$ cat config.mk
export PLATFORM = sky130hd
export DESIGN_NAME = tmal_core
export DESIGN_NICKNAME = d
export VERILOG_FILES = /design/src/tmal_pkg.sv /design/src/tmal_core.sv
export SDC_FILE = /design/constraint.sdc
export NUM_CORES = 1
export LEC_CHECK = 0
export BUFFER_PORTS_ARGS = -buffer_cell sky130_fd_sc_hd__buf_2
export CAP_MARGIN = 20
export CORE_MARGIN = 2
export CORE_UTILIZATION = 40
export CTS_CLUSTER_SIZE = 40
export DETAILED_ROUTE_END_ITERATION = 8
export SYNTH_ARGS = -nofsm -noshare
export SYNTH_HDL_FRONTEND = slang
export SYNTH_SLANG_ARGS = --single-unit
$ cat constraint.sdc
create_clock -name clock_in -period 6.07 [get_ports clock_in]
set_clock_uncertainty 0.15 [all_clocks]
set_input_delay 0.3035 -clock clock_in [delete_from_list [all_inputs] [get_ports clock_in]]
set_output_delay 0.3035 -clock clock_in [all_outputs]
set_load 0.02 [all_outputs]
$ cat src/tmal_pkg.sv
// Purpose: Shared constants and types for the temperature monitor alarm logic
// Assumes: 8-bit command codes decoded by an SMBus slave front end
// Notes: Reset values and bit positions live here only
package tmal_pkg;
	// ==========================================================
	// Command codes
	localparam logic [7:0] CMD_LOCAL_TEMP_RD = 8'h00;
	localparam logic [7:0] CMD_REMOTE_TEMP_RD = 8'h01;
	localparam logic [7:0] CMD_FLAG_BYTE_RD = 8'h02;
	localparam logic [7:0] CMD_CONFIG_RD = 8'h03;
	localparam logic [7:0] CMD_RATE_RD = 8'h04;
	localparam logic [7:0] CMD_LOCAL_HI_LIM_RD = 8'h05;
	localparam logic [7:0] CMD_LOCAL_LO_LIM_RD = 8'h06;
	localparam logic [7:0] CMD_REMOTE_HI_LIM_RD = 8'h07;
	localparam logic [7:0] CMD_REMOTE_LO_LIM_RD = 8'h08;
	localparam logic [7:0] CMD_CONFIG_WR = 8'h09;
	localparam logic [7:0] CMD_RATE_WR = 8'h0A;
	localparam logic [7:0] CMD_LOCAL_HI_LIM_WR = 8'h0B;
	localparam logic [7:0] CMD_LOCAL_LO_LIM_WR = 8'h0C;
	localparam logic [7:0] CMD_REMOTE_HI_LIM_WR = 8'h0D;
	localparam logic [7:0] CMD_REMOTE_LO_LIM_WR = 8'h0E;
	localparam logic [7:0] CMD_SINGLE_CONV = 8'h0F;
	// ==========================================================
	// Reset values and diode fault value
	localparam logic [7:0] RST_TEMP = 8'h00;
	localparam logic [7:0] RST_RATE = 8'h02;
	localparam logic [7:0] RST_HI_LIMIT = 8'h7F;
	localparam logic [7:0] RST_LO_LIMIT = 8'hC9;
	localparam logic [7:0] RST_CONFIG = 8'h00;
	localparam logic [7:0] TEMP_FAULT_VALUE = 8'h7F;
	// ==========================================================
	// Field positions
	localparam int CFG_MASK_BIT = 7;
	localparam int CFG_HW_STANDBY_PIN_BIT = 6;
	localparam int FLG_BUSY_BIT = 7;
	localparam int FLG_LHI_BIT = 6;
	localparam int FLG_LLO_BIT = 5;
	localparam int FLG_RHI_BIT = 4;
	localparam int FLG_RLO_BIT = 3;
	localparam int FLG_OPEN_BIT = 2;
	localparam int RATE_CODE_W = 3;
	localparam logic [2:0] RATE_CODE_MAX = 3'h7;
	// ==========================================================
	// Timing: fastest rate period, slower codes double it
	localparam int RATE_MAX_HZ = 8;
	localparam int CLK_FREQ_HZ = 250_000_000;
	localparam int FAST_PERIOD_CYC = CLK_FREQ_HZ / RATE_MAX_HZ;
	// ==========================================================
	// Types
	typedef struct packed {
		logic valid;
		logic wr;
		logic [7:0] code;
		logic [7:0] data;
	} tmal_cmd_t;
	typedef struct packed {
		logic lhi;
		logic llo;
		logic rhi;
		logic rlo;
		logic open;
	} tmal_flags_t;
	typedef enum logic {
		TMAL_IDLE,
		TMAL_CONV
	} tmal_state_t;
endpackage
$ cat src/tmal_core.sv
// Purpose: Register, conversion pacing, limit compare and alert latch of a temp monitor
// Assumes: Command front end and ADC share clock_in; standby pin is asynchronous
// Notes: The alert pin is open drain, modelled as value plus output enable
//
// Summary of operation
// - Temperatures are 8-bit two's complement, one count per degree.
// - Free-running conversions paced by rate code, reset value 02h.
// - Only low three rate bits decode; 0.0625 Hz to 8 Hz doubling.
// - Rate is written and read back by separate command codes.
// - Four limits; each channel compared only with its own two.
// - Result at or past a limit sets its trip flag and alert.
// - High limits reset to 7Fh, low limits to C9h.
// - Single conversion command restarts a fresh cycle in free-running mode.
// - Single conversion command during a conversion is discarded.
// - In software standby it runs exactly one cycle, then stands by.
// - Hardware standby ignores the single conversion command.
// - Flag bit 7 busy, bit 2 diode open, bits 1 and 0 zero.
// - Bits 6 to 3 are local high, local low, remote high, remote low.
// - Flag byte readable only by its read command; reset clears flags.
// - Flags are sticky; a read clears them unless the condition persists.
// - Every flag except busy raises the alert.
// - Alert is active low and only pulls the line down.
// - Alert is latched; only an alert response read clears it.
// - Device answers alert response address reads while an unmasked alert is pending.
// - Alert response byte holds own address in bits 7..1, bit 0 one.
// - Alert response read releases the line unless the fault persists.
// - Config bit 7 set keeps the alert line undriven.
// - Hardware standby stops conversions and abandons one without updating.
// - Diode checked at conversion start; either fault stores 127, only open flags.
`timescale 1ns/1ps
`default_nettype none
module tmal_core
	import tmal_pkg::*;
#(
	parameter int FAST_PERIOD = FAST_PERIOD_CYC
) (
	// Clock and reset
	input wire logic clock_in,
	input wire logic rst_in,
	// Decoded command from the SMBus front end
	input wire tmal_cmd_t cmd_in,
	output logic [7:0] rd_data_out,
	output logic rd_valid_out,
	// Alert response address read
	input wire logic ara_rd_in,
	output logic ara_ack_out,
	output logic [7:0] ara_data_out,
	// Own slave address from the address straps
	input wire logic [6:0] own_addr_in,
	// Converter handshake
	output logic adc_start_out,
	input wire logic adc_done_in,
	input wire logic [7:0] adc_local_in,
	input wire logic [7:0] adc_remote_in,
	input wire logic diode_open_in,
	input wire logic diode_short_in,
	// Hardware standby pin, low active, asynchronous
	input wire logic hw_standby_pin_n_in,
	// Open-drain alert line
	output logic alert_n_out,
	output logic alert_oe_out,
	// Status view
	output logic busy_out
);
	// ==========================================================
	// Elaboration check: slowest period must fit the 32-bit timer
	if (FAST_PERIOD < 1 || FAST_PERIOD > 32'h01FFFFFF) begin : g_bad_period
		$error("FAST_PERIOD out of range");
	end

	// Rate code to period; code 7 is fastest, each step down doubles
	function automatic logic [31:0] rate_period(input logic [2:0] code);
		logic [31:0] base;
		base = 32'(FAST_PERIOD);
		rate_period = base << (RATE_CODE_MAX - code);
	endfunction

	// Signed compare helpers: at or above, at or below
	function automatic logic at_or_above(input logic [7:0] t, input logic [7:0] lim);
		at_or_above = ($signed(t) >= $signed(lim));
	endfunction
	function automatic logic at_or_below(input logic [7:0] t, input logic [7:0] lim);
		at_or_below = ($signed(t) <= $signed(lim));
	endfunction

	// ==========================================================
	// Standby pin synchroniser
	logic hw_standby_pin_meta_ff, hw_standby_pin_sync_ff;
	always_ff @(posedge clock_in) begin
		if (rst_in) begin
			hw_standby_pin_meta_ff <= 1'b1;
			hw_standby_pin_sync_ff <= 1'b1;
		end else begin
			hw_standby_pin_meta_ff <= hw_standby_pin_n_in;
			hw_standby_pin_sync_ff <= hw_standby_pin_meta_ff;
		end
	end
	logic hw_hw_standby_pin;
	assign hw_hw_standby_pin = ~hw_standby_pin_sync_ff;

	// ==========================================================
	// State
	tmal_state_t state_ff, nxt_state;
	logic [31:0] timer_ff, nxt_timer;
	logic [7:0] local_temp_ff, nxt_local_temp;
	logic [7:0] remote_temp_ff, nxt_remote_temp;
	logic [7:0] rate_ff, nxt_rate;
	logic [7:0] cfg_ff, nxt_cfg;
	logic [7:0] lhi_ff, nxt_lhi, llo_ff, nxt_llo;
	logic [7:0] rhi_ff, nxt_rhi, rlo_ff, nxt_rlo;
	tmal_flags_t flags_ff, nxt_flags;
	logic alert_ff, nxt_alert;
	logic open_lat_ff, nxt_open_lat, short_lat_ff, nxt_short_lat;
	logic [6:0] addr_ff, nxt_addr;
	logic addr_init_ff;
	logic [7:0] rd_data_ff, nxt_rd_data;
	logic rd_valid_ff, nxt_rd_valid;
	logic start_ff, nxt_start;

	// Live fault conditions from the stored results
	tmal_flags_t cond, events;
	logic [7:0] flag_byte;
	logic wr_cmd, rd_cmd, conv_done, conv_go;
	logic [7:0] new_remote;

	always_comb begin
		cond.lhi = at_or_above(local_temp_ff, lhi_ff);
		cond.llo = at_or_below(local_temp_ff, llo_ff);
		cond.rhi = at_or_above(remote_temp_ff, rhi_ff);
		cond.rlo = at_or_below(remote_temp_ff, rlo_ff);
		cond.open = open_lat_ff;
	end

	// Flag byte layout with busy live and reserved bits zero
	assign flag_byte = {state_ff == TMAL_CONV, flags_ff.lhi, flags_ff.llo,
		flags_ff.rhi, flags_ff.rlo, flags_ff.open, 2'b00};

	assign wr_cmd = cmd_in.valid & cmd_in.wr;
	assign rd_cmd = cmd_in.valid & ~cmd_in.wr;
	assign conv_done = (state_ff == TMAL_CONV) & adc_done_in & ~hw_hw_standby_pin;
	// Faulted diode forces full scale on the remote channel
	assign new_remote = (open_lat_ff | short_lat_ff) ? TEMP_FAULT_VALUE : adc_remote_in;

	// ==========================================================
	// Register writes and read-back
	always_comb begin
		nxt_rate = rate_ff;
		nxt_cfg = cfg_ff;
		nxt_lhi = lhi_ff;
		nxt_llo = llo_ff;
		nxt_rhi = rhi_ff;
		nxt_rlo = rlo_ff;
		nxt_rd_data = rd_data_ff;
		nxt_rd_valid = rd_cmd;
		if (wr_cmd) begin
			case (cmd_in.code)
				CMD_CONFIG_WR: nxt_cfg = cmd_in.data;
				CMD_RATE_WR: nxt_rate = cmd_in.data;
				CMD_LOCAL_HI_LIM_WR: nxt_lhi = cmd_in.data;
				CMD_LOCAL_LO_LIM_WR: nxt_llo = cmd_in.data;
				CMD_REMOTE_HI_LIM_WR: nxt_rhi = cmd_in.data;
				CMD_REMOTE_LO_LIM_WR: nxt_rlo = cmd_in.data;
				default: nxt_rate = rate_ff;
			endcase
		end
		// Read of a write-only code returns zero
		if (rd_cmd) begin
			case (cmd_in.code)
				CMD_LOCAL_TEMP_RD: nxt_rd_data = local_temp_ff;
				CMD_REMOTE_TEMP_RD: nxt_rd_data = remote_temp_ff;
				CMD_FLAG_BYTE_RD: nxt_rd_data = flag_byte;
				CMD_CONFIG_RD: nxt_rd_data = cfg_ff;
				CMD_RATE_RD: nxt_rd_data = rate_ff;
				CMD_LOCAL_HI_LIM_RD: nxt_rd_data = lhi_ff;
				CMD_LOCAL_LO_LIM_RD: nxt_rd_data = llo_ff;
				CMD_REMOTE_HI_LIM_RD: nxt_rd_data = rhi_ff;
				CMD_REMOTE_LO_LIM_RD: nxt_rd_data = rlo_ff;
				default: nxt_rd_data = 8'h00;
			endcase
		end
	end

	always_ff @(posedge clock_in) begin
		if (rst_in) begin
			rate_ff <= RST_RATE;
			cfg_ff <= RST_CONFIG;
			lhi_ff <= RST_HI_LIMIT;
			llo_ff <= RST_LO_LIMIT;
			rhi_ff <= RST_HI_LIMIT;
			rlo_ff <= RST_LO_LIMIT;
			rd_data_ff <= 8'h00;
			rd_valid_ff <= 1'b0;
		end else begin
			rate_ff <= nxt_rate;
			cfg_ff <= nxt_cfg;
			lhi_ff <= nxt_lhi;
			llo_ff <= nxt_llo;
			rhi_ff <= nxt_rhi;
			rlo_ff <= nxt_rlo;
			rd_data_ff <= nxt_rd_data;
			rd_valid_ff <= nxt_rd_valid;
		end
	end

	// ==========================================================
	// Conversion pacing and sequencing
	always_comb begin
		nxt_state = state_ff;
		nxt_timer = timer_ff;
		nxt_start = 1'b0;
		nxt_local_temp = local_temp_ff;
		nxt_remote_temp = remote_temp_ff;
		nxt_open_lat = open_lat_ff;
		nxt_short_lat = short_lat_ff;
		nxt_addr = addr_ff;
		conv_go = 1'b0;
		case (state_ff)
			TMAL_IDLE: begin
				// Free-running needs neither standby; the timer holds otherwise
				if (!hw_hw_standby_pin && !cfg_ff[CFG_HW_STANDBY_PIN_BIT] && timer_ff != 32'h0) begin
					nxt_timer = timer_ff - 32'h1;
				end
				if (hw_hw_standby_pin) begin
					conv_go = 1'b0;
				end else if (cmd_in.valid && cmd_in.wr && cmd_in.code == CMD_SINGLE_CONV) begin
					conv_go = 1'b1;
				end else if (!cfg_ff[CFG_HW_STANDBY_PIN_BIT] && timer_ff == 32'h0) begin
					conv_go = 1'b1;
				end
				if (conv_go) begin
					nxt_state = TMAL_CONV;
					nxt_start = 1'b1;
					nxt_timer = rate_period(rate_ff[RATE_CODE_W-1:0]);
					nxt_open_lat = diode_open_in;
					nxt_short_lat = diode_short_in;
					nxt_addr = own_addr_in;
				end
			end
			TMAL_CONV: begin
				// Single conversion requests here are dropped, not queued
				if (hw_hw_standby_pin) begin
					nxt_state = TMAL_IDLE;
				end else if (adc_done_in) begin
					nxt_state = TMAL_IDLE;
					nxt_local_temp = adc_local_in;
					nxt_remote_temp = new_remote;
				end else begin
					nxt_state = TMAL_CONV;
				end
			end
			default: nxt_state = TMAL_IDLE;
		endcase
	end

	always_ff @(posedge clock_in) begin
		if (rst_in) begin
			state_ff <= TMAL_IDLE;
			timer_ff <= 32'h0;
			start_ff <= 1'b0;
			local_temp_ff <= RST_TEMP;
			remote_temp_ff <= RST_TEMP;
			open_lat_ff <= 1'b0;
			short_lat_ff <= 1'b0;
		end else begin
			state_ff <= nxt_state;
			timer_ff <= nxt_timer;
			start_ff <= nxt_start;
			local_temp_ff <= nxt_local_temp;
			remote_temp_ff <= nxt_remote_temp;
			open_lat_ff <= nxt_open_lat;
			short_lat_ff <= nxt_short_lat;
		end
	end

	// Address straps caught after reset release and at each conversion start
	always_ff @(posedge clock_in) begin
		if (rst_in) begin
			addr_init_ff <= 1'b1;
			addr_ff <= 7'h00;
		end else begin
			addr_init_ff <= 1'b0;
			addr_ff <= addr_init_ff ? own_addr_in : nxt_addr;
		end
	end

	// ==========================================================
	// Sticky flags and alert latch
	always_comb begin
		// Trip events come from the converter results as they are being stored at cycle end
		events.lhi = conv_done & at_or_above(adc_local_in, lhi_ff);
		events.llo = conv_done & at_or_below(adc_local_in, llo_ff);
		events.rhi = conv_done & at_or_above(new_remote, rhi_ff);
		events.rlo = conv_done & at_or_below(new_remote, rlo_ff);
		events.open = conv_done & open_lat_ff;
		nxt_flags = flags_ff;
		// Read clear keeps persisting conditions; a new event wins the clear
		if (rd_cmd && cmd_in.code == CMD_FLAG_BYTE_RD) begin
			nxt_flags = flags_ff & cond;
		end
		nxt_flags = nxt_flags | events;
		nxt_alert = alert_ff;
		if (ara_rd_in && alert_ff && !cfg_ff[CFG_MASK_BIT]) begin
			nxt_alert = |cond;
		end
		if (|events) begin
			nxt_alert = 1'b1;
		end
	end

	always_ff @(posedge clock_in) begin
		if (rst_in) begin
			flags_ff <= '0;
			alert_ff <= 1'b0;
		end else begin
			flags_ff <= nxt_flags;
			alert_ff <= nxt_alert;
		end
	end

	// ==========================================================
	// Outputs
	assign rd_data_out = rd_data_ff;
	assign rd_valid_out = rd_valid_ff;
	assign adc_start_out = start_ff;
	assign busy_out = (state_ff == TMAL_CONV);
	// Masked alerts stay latched but the line is left to the pull-up
	assign alert_oe_out = alert_ff & ~cfg_ff[CFG_MASK_BIT];
	assign alert_n_out = 1'b0;
	assign ara_ack_out = alert_oe_out;
	assign ara_data_out = {addr_ff, 1'b1};
endmodule
`default_nettype wire

==> run_results.csv <==
group,metric,value,unit
worst_setup_path,cp_top_family,"simple AND/OR/NAND/NOR gates",
die,row_count,50,
timing,fin_crit,3.24,ns
clock_tree,clkSinkCount,125,
timing,hold_viol,0,
worst_setup_path,r2r_cells,9,
power_and_ir_drop,ir_worst_vdd,0.218,mV
die,chipHeight,143,um
power_and_ir_drop,power,3.32,mW
synth,synth_flop_cell,"dfxtp_1",
worst_setup_path,rr_startpoint,"timer_ff[0]",
die,die_w,143,um
worst_setup_path,crit_buf_inv,2,
worst_hold_path,hp-class,"in -> reg",
clock_tree,cts_resized,0,
timing,layout_setup_ws,2.83,ns
synth,ys_warn_count,0,
detailed_routing,vias_per_cell,5.87,
timing,worst_slew_pin_slew,1.13,ns
synth,ys_ff_latch,125,
detailed_routing,vias,7507,
synth,yosysUniqueCellTypes,69,
power_and_ir_drop,p_per_area,372,nW/um2
timing,finalSetupTns,0,ns
finish,insertedDiodeCount,0,
global_routing,grt_max_degree,55,
power_and_ir_drop,p_sw_share,38.3,%
die,io_pins,70,
timing,drv_slew,0,
synth,async_flop_share,0,%
clock_tree,cts.root.buffer_cell,"clkbuf_16",
worst_setup_path,regToRegEndpoint,"timer_ff[12]",
place,gp_congestion,0.912,
timing,fmax,309,MHz
finish,layout.nets,1126,
clock_tree,clockBufferDepth,2,
synth,synth_cells,956,
worst_setup_path,critPathMaxStageDelay,0.62,ns
synth,syn-num-nets,1076,
power_and_ir_drop,combPwrFrac,36.0,%
power_and_ir_drop,seq_power_share,32.5,%
place,dpl_cell_area,8200,um2
place,io_buffers,67,
worst_hold_path,hp-start,"adc_local_in[5]",
global_routing,grt_pass1_wl,38.3,mm
power_and_ir_drop,p_switching,1.27,mW
place,hpwlAfterDp,17.7,mm
clock_tree,htreeDepth,4,
worst_setup_path,worst-setup-path-type,"reg -> reg",
timing,whs,0.00149,ns
detailed_routing,wl_per_cell,19.1,um
detailed_routing,drt-total-wl,24.5,mm
detailed_routing,drt-initial-drc-count,837,
detailed_routing,final_antenna_net_count,0,
timing,period_share,53.3,%
clock_tree,cts_buffers,17,
global_routing,grt_pass1_vias,6782,
global_routing,grt_use_total,24.3,%
worst_hold_path,worst_hold_path.endpoint,"local_temp_ff[5]",
timing,rsz0062_at_grt,"no",
finish,design_area,8910,um2
worst_setup_path,cp_slowest_cell,"a32o_1",
status,status,"completed",
die,initial_core_util,40.9,%
power_and_ir_drop,p_int,2.05,mW
worst_setup_path,crit_required,6.20,ns
clock_tree,clkLatencyLatePin,0.42,ns
worst_setup_path,crit_top_cell,"a31oi_1",
finish,layout-drive-gt1-share,12.6,%
die,core,18800,um2
run,maxCapViolCount,0,
worst_setup_path,r2r_slack,2.83,ns
global_routing,grt_overflow,0,
clock_tree,cts_tree,"yes",
detailed_routing,post-route-drc-count,0,
clock_tree,cts.clk_slew.worst_paths,0.06,ns
worst_setup_path,endpoint_kind,"flop",
timing,maxSlewHeadroom,24.4,%
worst_setup_path,path_cells,"inv_1 > ha_1 > or4b_1 > nor4_4 > a32o_1 > buf_4 > nor4_1 > a31oi_1 > a31oi_1",
timing,setup_violations,0,
worst_hold_path,hold_depth,3,
synth,synth.cell_area,7700,um2
place,pre_cts_ws,2.88,ns
synth,synth_area_per_cell,8.06,um2
synth,synth_edf_count,0,
die,dieArea,20400,um2
worst_setup_path,cp_max_fo,23,
synth,synth_seq_area_share,32.5,%
worst_setup_path,crit_arrival,3.37,ns
detailed_routing,first_pass_iters,7,
power_and_ir_drop,leakagePower,3.63,nW
global_routing,antenna_found_initial,0,
worst_setup_path,worst_setup_path_start_kind,"flop",
power_and_ir_drop,pwr-share-clk,31.5,%
finish,synthToLayoutAreaGrowth,15.7,%
[Yosys cell counts (5+ instances only)]
| cell type | count | share of area, % |
|---|---|---|
| a211oi_1 | 9 | 0.88 |
| a21o_1 | 13 | 1.3 |
| a21oi_1 | 70 | 4.5 |
| a222oi_1 | 13 | 1.7 |
| a31oi_1 | 11 | 0.89 |
| a32o_1 | 6 | 0.78 |
| and3_1 | 5 | 0.41 |
| and4_1 | 7 | 0.80 |
| buf_2 | 8 | 0.52 |
| clkbuf_1 | 39 | 1.9 |
| dfxtp_1 | 125 | 32 |
| ha_1 | 72 | 12 |
| inv_1 | 56 | 2.7 |
| mux2_2 | 6 | 0.88 |
| mux2i_1 | 41 | 5.3 |
| nand2_1 | 117 | 5.7 |
| nand2b_1 | 11 | 0.89 |
| nand3_1 | 30 | 1.9 |
| nand3b_1 | 6 | 0.58 |
| nand4_1 | 17 | 1.4 |
| nor2_1 | 72 | 3.5 |
| nor2b_1 | 12 | 0.97 |
| nor3_1 | 30 | 1.9 |
| nor4_1 | 11 | 0.89 |
| o211ai_1 | 16 | 1.6 |
| o21ai_0 | 54 | 3.5 |
| or3_1 | 13 | 1.1 |
| or4_1 | 5 | 0.49 |
[cell type report]
| type | count | area (um2) |
|---|---|---|
| Clock inverter | 14 | 173 |
| Timing Repair Buffer | 84 | 494 |
| Sequential cell | 125 | 2500 |
| Fill cell | 1849 | 9920 |
| Clock buffer | 17 | 425 |
| Tap cell | 260 | 325 |
| Multi-Input combinational cell | 721 | 4780 |
| Inverter | 57 | 214 |
[worst max path at each step]
stage                         to  cells after the start  slack (ns)   startpoint
floorplan           timer_ff[26]                      9        3.49  timer_ff[0]
global placement    timer_ff[13]                      9        2.92  timer_ff[0]
detailed placement  timer_ff[12]                      9        2.88  timer_ff[0]
CTS                 timer_ff[12]                      9        2.87  timer_ff[0]
global route        timer_ff[12]                      9        2.63  timer_ff[0]
finish              timer_ff[12]                      9        2.83  timer_ff[0]
[state kept, by name (all words and copies together) (netlist names)]
| name | flops |
|---|---|
| adc_start_out | 1 |
| addr_ff | 7 |
| addr_init_ff | 1 |
| alert_ff | 1 |
| busy_out | 1 |
| cfg_ff | 8 |
| flag_byte | 5 |
| hw_standby_pin_meta_ff | 1 |
| hw_standby_pin_sync_ff | 1 |
| lhi_ff | 8 |
| llo_ff | 8 |
| local_temp_ff | 8 |
| open_lat_ff | 1 |
| rate_ff | 8 |
| rd_data_out | 8 |
| rd_valid_out | 1 |
| remote_temp_ff | 8 |
| rhi_ff | 8 |
| rlo_ff | 8 |
| short_lat_ff | 1 |
| timer_ff | 32 |
[layout by cell type (no fill, tap or decap), types with 4 or more instances in the layout]
cell type / netlist / routed
mux2i_1: 41 / 41
nand2b_1: 11 / 11
dfxtp_1: 125 / 125
buf_4: 3 / 7
a32o_1: 6 / 6
a222oi_1: 13 / 13
a2bb2oi_1: 4 / 4
buf_2: 8 / 66
nor2_1: 72 / 72
and4_1: 7 / 7
nand2_1: 117 / 117
mux2_2: 6 / 6
or4_1: 5 / 5
o31ai_1: 4 / 4
o311ai_0: 4 / 4
o211ai_1: 16 / 16
dlygate4sd3_1: 0 / 10
inv_1: 56 / 56
clkinv_4: 0 / 6
nor3_1: 30 / 29
o32ai_1: 4 / 4
nor2b_1: 12 / 12
nand3b_1: 6 / 6
a211oi_1: 9 / 9
clkbuf_16: 0 / 17
nand3_1: 30 / 30
a21o_1: 13 / 13
nor4_1: 11 / 11
a31oi_1: 11 / 11
and3_1: 5 / 5
a32oi_1: 4 / 4
nand4_1: 17 / 17
or3_1: 13 / 13
a21oi_1: 70 / 69
o21ai_0: 54 / 54
ha_1: 72 / 72
[layer usage]
layer	routed length, um	track usage, %
met1	11600	35.5
met2	10500	36.3
met5	0	0
met3	1840	4.90
met4	510	6.51
[power groups by stage]
| stage | Sequential (mW) | Clock, mW | Combinational [mW] |
|---|---|---|---|
| 4_1_cts | 1.07 | 1.05 | 1.17 |
| 6_report | 1.08 | 1.05 | 1.20 |
| 3_3_place_gp | 1.09 | 0 | 1.16 |
| 3_5_place_dp | 1.09 | 0 | 1.16 |
| 5_1_grt | 1.09 | 1.09 | 1.32 |
| 2_1_floorplan | 1.06 | 0 | 0.915 |
[timing repair]
action,4_1_cts,5_1_grt
setup buffers,0,0
endpoints found under the hold margin,10,0
hold buffers,10,0
[kinds of logic after synthesis]
kind of cell	after synthesis	synth area share, %
buffers and inverters	110	5.63
other	2	0.0975
adder cells (fa/ha/maj)	72	11.7
flip-flops	125	32.5
AO/OA/AOI/OAI	247	21.3
multiplexers	47	6.20
AND/OR/NAND/NOR	353	22.6
[per-stage QoR]
stage                     std cells  util, %
after floorplan                 956        -
after CTS                      1277     47.3
after global routing           1278     47.3
after detailed placement       1236     43.6
final                          1278     47.3
after global placement         1236     43.6
[tightest hold or removal path: stages]
cell	delay [ns]
buf_2	0.12
nand2_1	0.05
a21oi_1	0.05
(Power assumes the default switching activity.)
